## config.mk

```make
export PLATFORM = sky130hd
export DESIGN_NAME = cts_top
export DESIGN_NICKNAME = d
export VERILOG_FILES = /design/src/shared/cts_pkg.sv /design/src/verilog/cts_top.sv
export SDC_FILE = /design/constraint.sdc
export NUM_CORES = 1
export LEC_CHECK = 0
export BUFFER_PORTS_ARGS = -buffer_cell sky130_fd_sc_hd__buf_2
export CORE_AREA = 2 2 155 157
export CTS_BUF_LIST = sky130_fd_sc_hd__clkbuf_8 sky130_fd_sc_hd__clkbuf_16
export DETAILED_ROUTE_END_ITERATION = 12
export DIE_AREA = 0 0 157 159
export SYNTH_ARGS = -nofsm -noshare
export SYNTH_HDL_FRONTEND = slang
export SYNTH_SLANG_ARGS = --single-unit
```

## constraint.sdc

```tcl
create_clock -name ref_clk -period 3.4 [get_ports ref_clk]
set_input_delay 0.17 -clock ref_clk [delete_from_list [all_inputs] [get_ports ref_clk]]
set_output_delay 0.17 -clock ref_clk [all_outputs]
set_load 0.01 [all_outputs]
```

## src/shared/cts_pkg.sv

```systemverilog
// Constants shared by the CAN time base and buffer search block
package cts_pkg;
   // ===========================================================
   // Register bus
   localparam int ADDR_W = 11;
   localparam int DATA_W = 16;
   localparam logic [10:0] OFS_GLOBAL_TIME_COUNTER = 11'h418;
   localparam logic [10:0] OFS_BUFFER_SEARCH = 11'h41A;
   localparam logic [15:0] RST_GLOBAL_TIME_COUNTER = 16'h0000;
   localparam logic [15:0] RST_BUFFER_SEARCH_RESULT = 16'h0000;

   // ===========================================================
   // Search start word fields
   localparam int BIT_CHECK_IDENTIFIER_TYPE = 15;
   localparam int BIT_CHECK_PROCESSING_REQUEST = 14;
   localparam int BIT_CHECK_TRANSMIT_REQUEST = 13;
   localparam int BIT_CHECK_MASK_LINK = 12;
   localparam int BIT_CHECK_NEW_DATA = 11;
   localparam int POS_SEARCH_MODULE_NUMBER = 8;
   localparam int POS_SEARCH_START_INDEX = 0;

   // ===========================================================
   // Search result word fields
   localparam int BIT_RESULT_MULTI = 9;
   localparam int BIT_RESULT_ANY = 8;
   localparam int POS_FOUND_BUFFER_INDEX = 0;

   // ===========================================================
   // Buffers and timing
   localparam int NUM_BUFFERS = 32;
   localparam logic [5:0] LAST_BUFFER = 6'h1F;
   localparam int CLK_PERIOD_NS = 100;
   localparam int TIME_TICK_NS = 1000;
   localparam int TIME_TICK_CYCLES = (TIME_TICK_NS + CLK_PERIOD_NS - 1) / CLK_PERIOD_NS;
   localparam logic [3:0] TICK_LAST = 4'(TIME_TICK_CYCLES - 1);

   typedef enum logic [0:0]
   {
      CTS_IDLE = 1'b0,
      CTS_SCAN = 1'b1
   } cts_state_e;
endpackage

```

## src/verilog/cts_top.sv

```systemverilog
// CAN global time counter and message buffer search unit
//
// Summary of operation
// - a 16-bit time counter counts up on every tick without software help.
// - any write to the time counter clears it to zero.
// - the time counter reads back its current value at any moment.
// - writing the search start word with a start index up to 31 launches a scan over the buffers.
// - bit 15 set admits only buffers holding a standard identifier.
// - bit 14 set admits only buffers with processing request set.
// - bit 12 set admits only buffers not linked to any mask.
// - bit 11 set admits only buffers with new data set.
// - bits 10 to 8 choose which module's buffers the scan considers.
// - code 000 means unassigned, 001 module 1, 010 module 2.
// - scan runs from start index to buffer 31, reporting the lowest match.
// - a read-only result at the same offset gives index and hit bits.
//
// The plain strobed port was left to the implementer.
`timescale 1ns/10ps
module cts_top
   import cts_pkg::*;
(
   input wire logic ref_clk,
   input wire logic reset,
   input wire logic [10:0] reg_addr,
   input wire logic [15:0] reg_wdata,
   input wire logic reg_wr,
   input wire logic reg_rd,
   output logic [15:0] reg_rdata,
   input wire logic [31:0] buf_extended_id,
   input wire logic [31:0] buf_processing_request_flag,
   input wire logic [31:0] buf_transmit_request_flag,
   input wire logic [31:0] buf_ready_flag,
   input wire logic [31:0] buf_new_data_flag,
   input wire logic [95:0] buf_mask_link_select,
   input wire logic [95:0] buf_module_number,
   output logic search_busy
);

   // ===========================================================
   // State
   typedef struct packed
   {
      logic [15:0] count;
      logic [3:0] prescale;
      cts_state_e state;
      logic [5:0] idx;
      logic chk_ide;
      logic chk_erq;
      logic chk_trq;
      logic chk_msk;
      logic chk_dn;
      logic [2:0] module_sel;
      logic any;
      logic multi;
      logic [5:0] found;
      logic [15:0] result;
      logic [15:0] rdata;
   } cts_state_s;

   cts_state_s s_r;
   cts_state_s s_nxt;

   logic wr_count;
   logic wr_search;
   logic tick;
   logic hit;
   logic [4:0] bi;
   logic [2:0] buf_mask;
   logic [2:0] buf_mod;

   assign wr_count = reg_wr && (reg_addr == OFS_GLOBAL_TIME_COUNTER);
   assign wr_search = reg_wr && (reg_addr == OFS_BUFFER_SEARCH);
   assign tick = (s_r.prescale == TICK_LAST);
   assign bi = s_r.idx[4:0];
   assign buf_mask = buf_mask_link_select[bi * 3 +: 3];
   assign buf_mod = buf_module_number[bi * 3 +: 3];

   // ===========================================================
   // Match of the buffer under examination
   always_comb
   begin
      hit = 1'b1;
      if (s_r.chk_ide && buf_extended_id[bi])
      begin
         hit = 1'b0;
      end
      if (s_r.chk_erq && !buf_processing_request_flag[bi])
      begin
         hit = 1'b0;
      end
      if (s_r.chk_trq && !(buf_transmit_request_flag[bi] && buf_ready_flag[bi]))
      begin
         hit = 1'b0;
      end
      if (s_r.chk_msk && (buf_mask != 3'h0))
      begin
         hit = 1'b0;
      end
      if (s_r.chk_dn && !buf_new_data_flag[bi])
      begin
         hit = 1'b0;
      end
      if (buf_mod != s_r.module_sel)
      begin
         hit = 1'b0;
      end
   end

   // ===========================================================
   // Next state
   always_comb
   begin
      s_nxt = s_r;
      // Time base
      if (wr_count)
      begin
         s_nxt.count = 16'h0000;
         s_nxt.prescale = 4'h0;
      end
      else if (tick)
      begin
         s_nxt.count = s_r.count + 16'h0001;
         s_nxt.prescale = 4'h0;
      end
      else
      begin
         s_nxt.prescale = s_r.prescale + 4'h1;
      end

      // Search engine
      case (s_r.state)
         CTS_IDLE:
         begin
         end
         CTS_SCAN:
         begin
            if (hit)
            begin
               if (!s_r.any)
               begin
                  s_nxt.found = s_r.idx;
                  s_nxt.any = 1'b1;
               end
               else
               begin
                  s_nxt.multi = 1'b1;
               end
            end
            if (s_r.idx == LAST_BUFFER)
            begin
               s_nxt.state = CTS_IDLE;
               s_nxt.result = 16'h0000;
               s_nxt.result[BIT_RESULT_ANY] = s_r.any || hit;
               s_nxt.result[BIT_RESULT_MULTI] = s_r.multi || (s_r.any && hit);
               s_nxt.result[POS_FOUND_BUFFER_INDEX +: 6] = (!s_r.any && hit) ? s_r.idx : s_r.found;
            end
            else
            begin
               s_nxt.idx = s_r.idx + 6'h01;
            end
         end
         default:
         begin
            s_nxt.state = CTS_IDLE;
         end
      endcase

      // A new search word with start index up to 31 restarts the scan, even one in progress; a higher index stops it
      if (wr_search)
      begin
         s_nxt.chk_ide = reg_wdata[BIT_CHECK_IDENTIFIER_TYPE];
         s_nxt.chk_erq = reg_wdata[BIT_CHECK_PROCESSING_REQUEST];
         s_nxt.chk_trq = reg_wdata[BIT_CHECK_TRANSMIT_REQUEST];
         s_nxt.chk_msk = reg_wdata[BIT_CHECK_MASK_LINK];
         s_nxt.chk_dn = reg_wdata[BIT_CHECK_NEW_DATA];
         s_nxt.module_sel = reg_wdata[POS_SEARCH_MODULE_NUMBER +: 3];
         s_nxt.idx = reg_wdata[POS_SEARCH_START_INDEX +: 6];
         s_nxt.any = 1'b0;
         s_nxt.multi = 1'b0;
         s_nxt.found = 6'h00;
         if (reg_wdata[POS_SEARCH_START_INDEX +: 6] > LAST_BUFFER)
         begin
            s_nxt.state = CTS_IDLE;
            s_nxt.result = 16'h0000;
         end
         else
         begin
            s_nxt.state = CTS_SCAN;
         end
      end

      // Read data, valid the cycle after the strobe
      s_nxt.rdata = 16'h0000;
      if (reg_rd)
      begin
         if (reg_addr == OFS_GLOBAL_TIME_COUNTER)
         begin
            s_nxt.rdata = s_r.count;
         end
         else if (reg_addr == OFS_BUFFER_SEARCH)
         begin
            s_nxt.rdata = s_r.result;
         end
      end
   end

   always_ff @(posedge ref_clk)
   begin
      if (reset)
      begin
         s_r <= '0;
         s_r.count <= RST_GLOBAL_TIME_COUNTER;
         s_r.result <= RST_BUFFER_SEARCH_RESULT;
         s_r.state <= CTS_IDLE;
      end
      else
      begin
         s_r <= s_nxt;
      end
   end

   assign reg_rdata = s_r.rdata;
   assign search_busy = (s_r.state == CTS_SCAN);

   // ===========================================================
   // Checks
   property p_count_inc;
      @(posedge ref_clk) disable iff (reset)
      (tick && !wr_count) |=> (s_r.count == 16'($past(s_r.count) + 16'h0001));
   endproperty
   a_count_inc: assert property (p_count_inc) else $error("time counter did not step");

   property p_count_hold;
      @(posedge ref_clk) disable iff (reset)
      (!tick && !wr_count) |=> $stable(s_r.count);
   endproperty
   a_count_hold: assert property (p_count_hold) else $error("time counter moved off tick");

   property p_count_clear;
      @(posedge ref_clk) disable iff (reset)
      wr_count |=> (s_r.count == 16'h0000) ##10 (s_r.count == 16'h0001);
   endproperty
   a_count_clear: assert property (p_count_clear) else $error("time counter not cleared");

   property p_count_read;
      @(posedge ref_clk) disable iff (reset)
      (reg_rd && reg_addr == OFS_GLOBAL_TIME_COUNTER) |=> (reg_rdata == $past(s_r.count));
   endproperty
   a_count_read: assert property (p_count_read) else $error("time counter read wrong");

   property p_start;
      @(posedge ref_clk) disable iff (reset)
      (wr_search && reg_wdata[5:0] <= LAST_BUFFER)
         |=> (search_busy && s_r.idx == $past(reg_wdata[5:0]));
   endproperty
   a_start: assert property (p_start) else $error("search did not start at index");

   property p_ide;
      @(posedge ref_clk) disable iff (reset)
      (search_busy && s_r.chk_ide && buf_extended_id[bi]) |-> !hit;
   endproperty
   a_ide: assert property (p_ide) else $error("extended identifier matched");

   property p_erq;
      @(posedge ref_clk) disable iff (reset)
      (search_busy && s_r.chk_erq && !buf_processing_request_flag[bi]) |-> !hit;
   endproperty
   a_erq: assert property (p_erq) else $error("processing request check ignored");

   property p_trq;
      @(posedge ref_clk) disable iff (reset)
      (search_busy && s_r.chk_trq && !(buf_transmit_request_flag[bi] && buf_ready_flag[bi]))
         |-> !hit;
   endproperty
   a_trq: assert property (p_trq) else $error("transmit ready check ignored");

   property p_msk;
      @(posedge ref_clk) disable iff (reset)
      (search_busy && s_r.chk_msk && buf_mask != 3'h0) |-> !hit;
   endproperty
   a_msk: assert property (p_msk) else $error("mask linked buffer matched");

   property p_dn;
      @(posedge ref_clk) disable iff (reset)
      (search_busy && s_r.chk_dn && !buf_new_data_flag[bi]) |-> !hit;
   endproperty
   a_dn: assert property (p_dn) else $error("new data check ignored");

   property p_module;
      @(posedge ref_clk) disable iff (reset)
      (search_busy && buf_mod != s_r.module_sel) |-> !hit;
   endproperty
   a_module: assert property (p_module) else $error("foreign module buffer matched");

   property p_open;
      @(posedge ref_clk) disable iff (reset)
      (search_busy && !s_r.chk_ide && !s_r.chk_erq && !s_r.chk_trq && !s_r.chk_msk
         && !s_r.chk_dn && buf_mod == s_r.module_sel) |-> hit;
   endproperty
   a_open: assert property (p_open) else $error("disabled criterion excluded buffer");

   property p_end;
      @(posedge ref_clk) disable iff (reset)
      (search_busy && s_r.idx == LAST_BUFFER && !wr_search) |=> !search_busy;
   endproperty
   a_end: assert property (p_end) else $error("scan ran past last buffer");

   property p_lowest;
      @(posedge ref_clk) disable iff (reset)
      (search_busy && hit && !s_r.any && s_r.idx == LAST_BUFFER && !wr_search)
         |=> (s_r.result[5:0] == $past(s_r.idx) && s_r.result[BIT_RESULT_ANY]);
   endproperty
   a_lowest: assert property (p_lowest) else $error("lowest match not reported");

   property p_result_read;
      @(posedge ref_clk) disable iff (reset)
      (reg_rd && reg_addr == OFS_BUFFER_SEARCH) |=> (reg_rdata == $past(s_r.result));
   endproperty
   a_result_read: assert property (p_result_read) else $error("result read wrong");

endmodule
```

Word-level counts from Yosys, hierarchy flattened
Cells that the tools add are included.
{"block": "op_classes", "n_addsub": 3, "multipliers": 1, "magnitude_cmp": 2, "n_eq_ne": 6, "shift": 2, "muxes": 30, "n_bitwise": 2, "n_reduce_logical": 26}
{"op": "variable part select 96 x 8 -> 3 bit", "count": 2}
{"op": "2-to-1 mux 16 bit", "count": 4}
{"op": "2-to-1 mux 39 bit", "count": 1}
{"op": "binary-select mux 1 bit (select 5 bit)", "count": 5}
{"op": "2-to-1 mux 24 bit", "count": 1}
{"op": "equality test 11 bit (second input constant)", "count": 2}
{"op": "2-to-1 mux 6 bit", "count": 3}
{"op": "adder 16 x 1 -> 16 bit (second input constant)", "count": 1}
{"op": "2-to-1 mux 1 bit", "count": 14}
{"op": "logical AND 1 bit", "count": 10}
{"op": "2-to-1 mux 8 bit", "count": 1}
{"op": "multiplier 5 x 2 -> 7 bit (second input constant)", "count": 1}
{"op": "2-to-1 mux 7 bit", "count": 1}
{"op": "adder 6 x 1 -> 6 bit (second input constant)", "count": 1}
{"op": "equality test 6 x 5 -> 1 bit (second input constant)", "count": 1}
{"op": "> comparator 6 x 5 -> 1 bit (second input constant)", "count": 1}
{"op": "< comparator 5 x 6 -> 1 bit (second input constant)", "count": 1}
{"op": "AND reduction 3 bit", "count": 2}
{"op": "OR reduction 2 bit", "count": 3}
{"op": "adder 4 x 1 -> 4 bit (second input constant)", "count": 1}
{"op": "equality test 4 bit (second input constant)", "count": 1}
{"op": "zero test 1 bit", "count": 4}
{"op": "AND reduction 2 bit", "count": 2}
{"op": "inequality test 3 bit", "count": 1}
{"op": "other kinds (6)", "count": 8}
{"block": "word_totals", "register_bits": 75, "in_bits": 383, "out_inout_bits": 17, "word_cells": 87}

Longest topological paths before layout
{"block": "depth", "depth_word": 15, "depth_mapped": 14, "ltp_nobuf": 10}

Worst setup path after synthesis
No wires, ideal clock.
{"block": "synth_timing", "path_kind": "reg-to-reg", "from": "register s_r, in the netlist bi[0]", "to": "register s_r[32] in the netlist's numbering", "setup_ns": 0.118, "arrival_ns": 2.749, "t_required_ns": 3.282, "slack_ns": 0.533, "stages_incl_launch_ff": 12, "path_buffers": 3, "period_less_slack_ns": 2.867, "path_cell_list": "dfxtp_1 buf_6 mux4_1 mux2_2 nand3_2 nand4_1 xor2_1 or4_1 buf_2 or3_1 buf_6 mux2i_1"}
{"block": "synth_via", "elab_chain_len": 10, "word_cells_on_any_way": 31, "cone_classes": "mul: 1; eq/ne: 1; shift: 2; mux: 16; reduce/logical: 11"}
{"element": "start, declared", "line": "cts_top.sv:60", "rtl": "cts_state_s s_r;"}
{"element": "start signal, assigned", "line": "cts_top.sv:218", "rtl": "s_r <= s_nxt;"}
{"element": "branches (longest 10 deep; another with multiplier 5 x 2 -> 7 bit)"}
Several ways; the timed one is not identified. The select of a mux whose other input is x is not followed.
A chain may end at the register's enable or synchronous reset.

Worst setup path in the final report
{"block": "layout_timing", "from": "register s_r, in the netlist bi[3]", "to": "register s_r[35] in the netlist's numbering"}
The elaborated chain is that of the path after synthesis.

==> impl_metrics.toml <==
[cts]
cts_made_buffers = 9
cts_tree = "yes"
cts_buffer_depth = 2
cts_root_buf = "clkbuf_16"
ctsHoldBuffers = 0
cts.sinks = 75
htree_num_levels = 3
clock_latency_ps = 330
clk_pin_slew_ps = 60

[min_path]
min_from = "reg_wdata[14]"
min_path_cells = 3
whs_endpoint = "s_r[46]$_SDFFE_PP0P_"
hold_class = "in2reg"

[sta]
final.setup.tns_ps = 0
hold_viol = 0
clock-skew-final_ps = 7.56
fmaxAchievable_mhz = 315
period_needed_ps = 3180
worst_pin_slew_ps = 927
slew_viol_final = 0
finalCritPeriodShare = 0.934
max_slew_margin = 0.380
setup_violations = 0
rsz0062_at_grt = "false"

[logic_synthesis]
avgSynthCellArea_um2 = 8.72
yosysWarnings = 0
synthFlopType = "dfxtp_1"
syn-num-nets = 1041
yosys.area_share.simple = 0.223
synth-seq-cells = 75
synthTopCellsByArea = "dfxtp_1 (26%), mux2i_1 (11%), mux4_2 (8.7%), nand2_1 (4.5%), nor2_1 (3.8%)"
synthXorXnorAreaFrac = 0.0322
yosysTopAreaCell = "dfxtp_1"
ys_seq_area_frac = 0.263
synth_top_cell_area_share = 0.263
synth_edf_count = 0
synth_mux_area_frac = 0.233
synth-adder-area-share = 0.00877
synth_cell_types = 58
async_flop_share = 0
syn_area_um2 = 5710
synth_top_family_by_area = "multiplexers"
syn_inst = 654
synth_compound_area_frac = 0.159

[critical_path]
timing.rr.end = "s_r[35]$_SDFFE_PP0P_"
critPathMaxFanout = 9
critical_path.max_stage_delay_ps = 640
reg2reg_depth = 8
worst-path-buf-inv = 0
path_cells = "nor2b_1 > a221oi_1 > nand2_1 > nand4_1 > xor2_1 > or4_1 > or3_1 > mux2i_1"
startpoint_type = "flip-flop"
required_ps = 3610
worst-endpoint-arrival_ps = 3390
path_depth = 8
critical_path_class = "reg2reg"
rrSetupSlack_ps = 220
reg2reg_from = "bi[3]$_SDFFE_PP0P_"
endpoint_kind = "flip-flop"
path_delay_family = "simple AND/OR/NAND/NOR gates"
cp_slowest_cell = "nor2b_1"

[layout]
nets = 1418
area_delta_synth_final_pct = 45.6
drive_gt1_frac = 0.466
layoutNonFillerInstCount = 1364
utilization = 0.358
fillCellCount = 2458
finalInstanceArea_um2 = 8310

[run]
max-cap-violations = 0

[global_routing]
grt_use_total = 0.205
grt_pass1_wl_um = 38600
overflow = 0
first_global_vias = 6609
grt_max_degree = 36
antenna_found_initial = 10

[power_and_ir_drop]
power_leakage_nw = 3.63
powerDensity_nw_per_um2 = 266
irDropWorstVdd_mv = 0.193

[route]
vias = 6537
drc_errors = 0
drtAntennaViolNets = 0
drtIter0Drc = 313
via_per_inst = 4.79
routed_wl_um = 26100
drt_first_pass_iters = 4
wire_per_inst_um = 19.2

[floorplan]
rows = 56
ios = 400
design.core.area_um2 = 23200
die-area_um2 = 25000
floorplan.initialDensity = 0.246
die_h_um = 159
die_w_um = 157

[placed_design]
portBuffers = 397
dp_hpwl_um = 22200
gp_congestion = 0.966
place_inst = 1339
place_area_um2 = 7970

[run_status]
outcome = "complete, no violations"
kinds of logic (layout without fill, tap and decap cells):
kind of cell    count (synthesis)  count (layout)
fa+ha+maj                       4               4
flops                          75              75
buf+inv                        73             455
xor+xnor                       21              21
compound gates                134             134
mux                            95              95
other cells                     0               9
simple gates                  252             252
cell type report:
type                    instances  area, um^2  area share
multi-input cells             506        3740       0.450
well taps                     319         399      0.0480
flip-flops and latches         75        1510       0.182
inverters                       8        30.0     0.00362
clock inverters                 6        71.3     0.00859
clock buffers                  10         239      0.0288
repair buffers                431        2290       0.276
diodes                          9        22.5     0.00271
cells in the mapped netlist, types with 18 or more instances:
master and count:
dfxtp_1 75, a22oi_1 18, a21oi_1 36, buf_4 21, nand2_1 69, mux4_2 22
and3_1 18, nor2_1 58, o21ai_0 18, nor3_1 18, mux2i_1 64, nand3_1 19
placed cells by master, fill, tap and decap left out, drive strengths merged, types with 17 or more instances in the layout:
cell type | netlist | final
nor2 | 59 | 59
nor4 | 17 | 17
mux4 | 28 | 28
mux2i | 64 | 64
nor3 | 18 | 18
nand2 | 69 | 69
buf | 47 | 431
and3 | 18 | 18
a22oi | 18 | 18
o21ai | 18 | 18
nand3 | 21 | 21
dfxtp | 75 | 75
a21oi | 36 | 36
tightest hold or removal path: stages:
cell     delay (ps)
buf_2           100
nand2_1          50
a21oi_1          50
timing repair:
action,CTS,global route
resized for setup,0,2
buffers inserted,0,0
endpoints found under the setup margin,0,2
worst max-delay path by stage:
| stage | from | to | slack (ps) |
|---|---|---|---|
| 2_1_floorplan | bi[0]$_SDFFE_PP0P_ | s_r[32]$_SDFFE_PP0P_ | 530 |
| 3_3_place_gp | bi[0]$_SDFFE_PP0P_ | s_r[33]$_SDFFE_PP0P_ | 170 |
| 3_5_place_dp | bi[0]$_SDFFE_PP0P_ | s_r[37]$_SDFFE_PP0P_ | 130 |
| 4_1_cts | bi[0]$_SDFFE_PP0P_ | s_r[35]$_SDFFE_PP0P_ | 110 |
| 5_1_grt | bi[2]$_SDFFE_PP0P_ | s_r[35]$_SDFFE_PP0P_ | 30 |
| 6_report | bi[3]$_SDFFE_PP0P_ | s_r[35]$_SDFFE_PP0P_ | 220 |
through the flow:
stage	total power, mW	hold WS [ps]	setup WS [ps]
after floorplan	1.00	306	533
after global routing	2.30	86.4	34.5
final	2.21	80.8	223
after global placement	1.25	413	171
after detailed placement	1.25	426	133
after CTS	2.23	67.6	113
metal layers:
metal,global-route usage,share of wire,vias up,wire length [um]
li1,-,-,3227,-
met1,0.262,0.43,3030,11300
met2,0.352,0.50,256,13000
met3,0.0479,0.061,20,1580
met4,0.0363,0.011,4,284
met5,0.0198,0.0010,-,26
sequential cells by signal, summed over array words and instances, names as in the netlist:
register     cells
search_busy      1
s_r             53
bi               5
reg_rdata       16
where the power goes:
part           leakage, nW  switching (mW)  internal [mW]  total (mW)
Sequential           0.607         0.00285          0.880       0.882
Clock                0.154           0.383          0.596       0.979
Combinational         2.87           0.135          0.213       0.348
(Power assumes the default switching activity.)
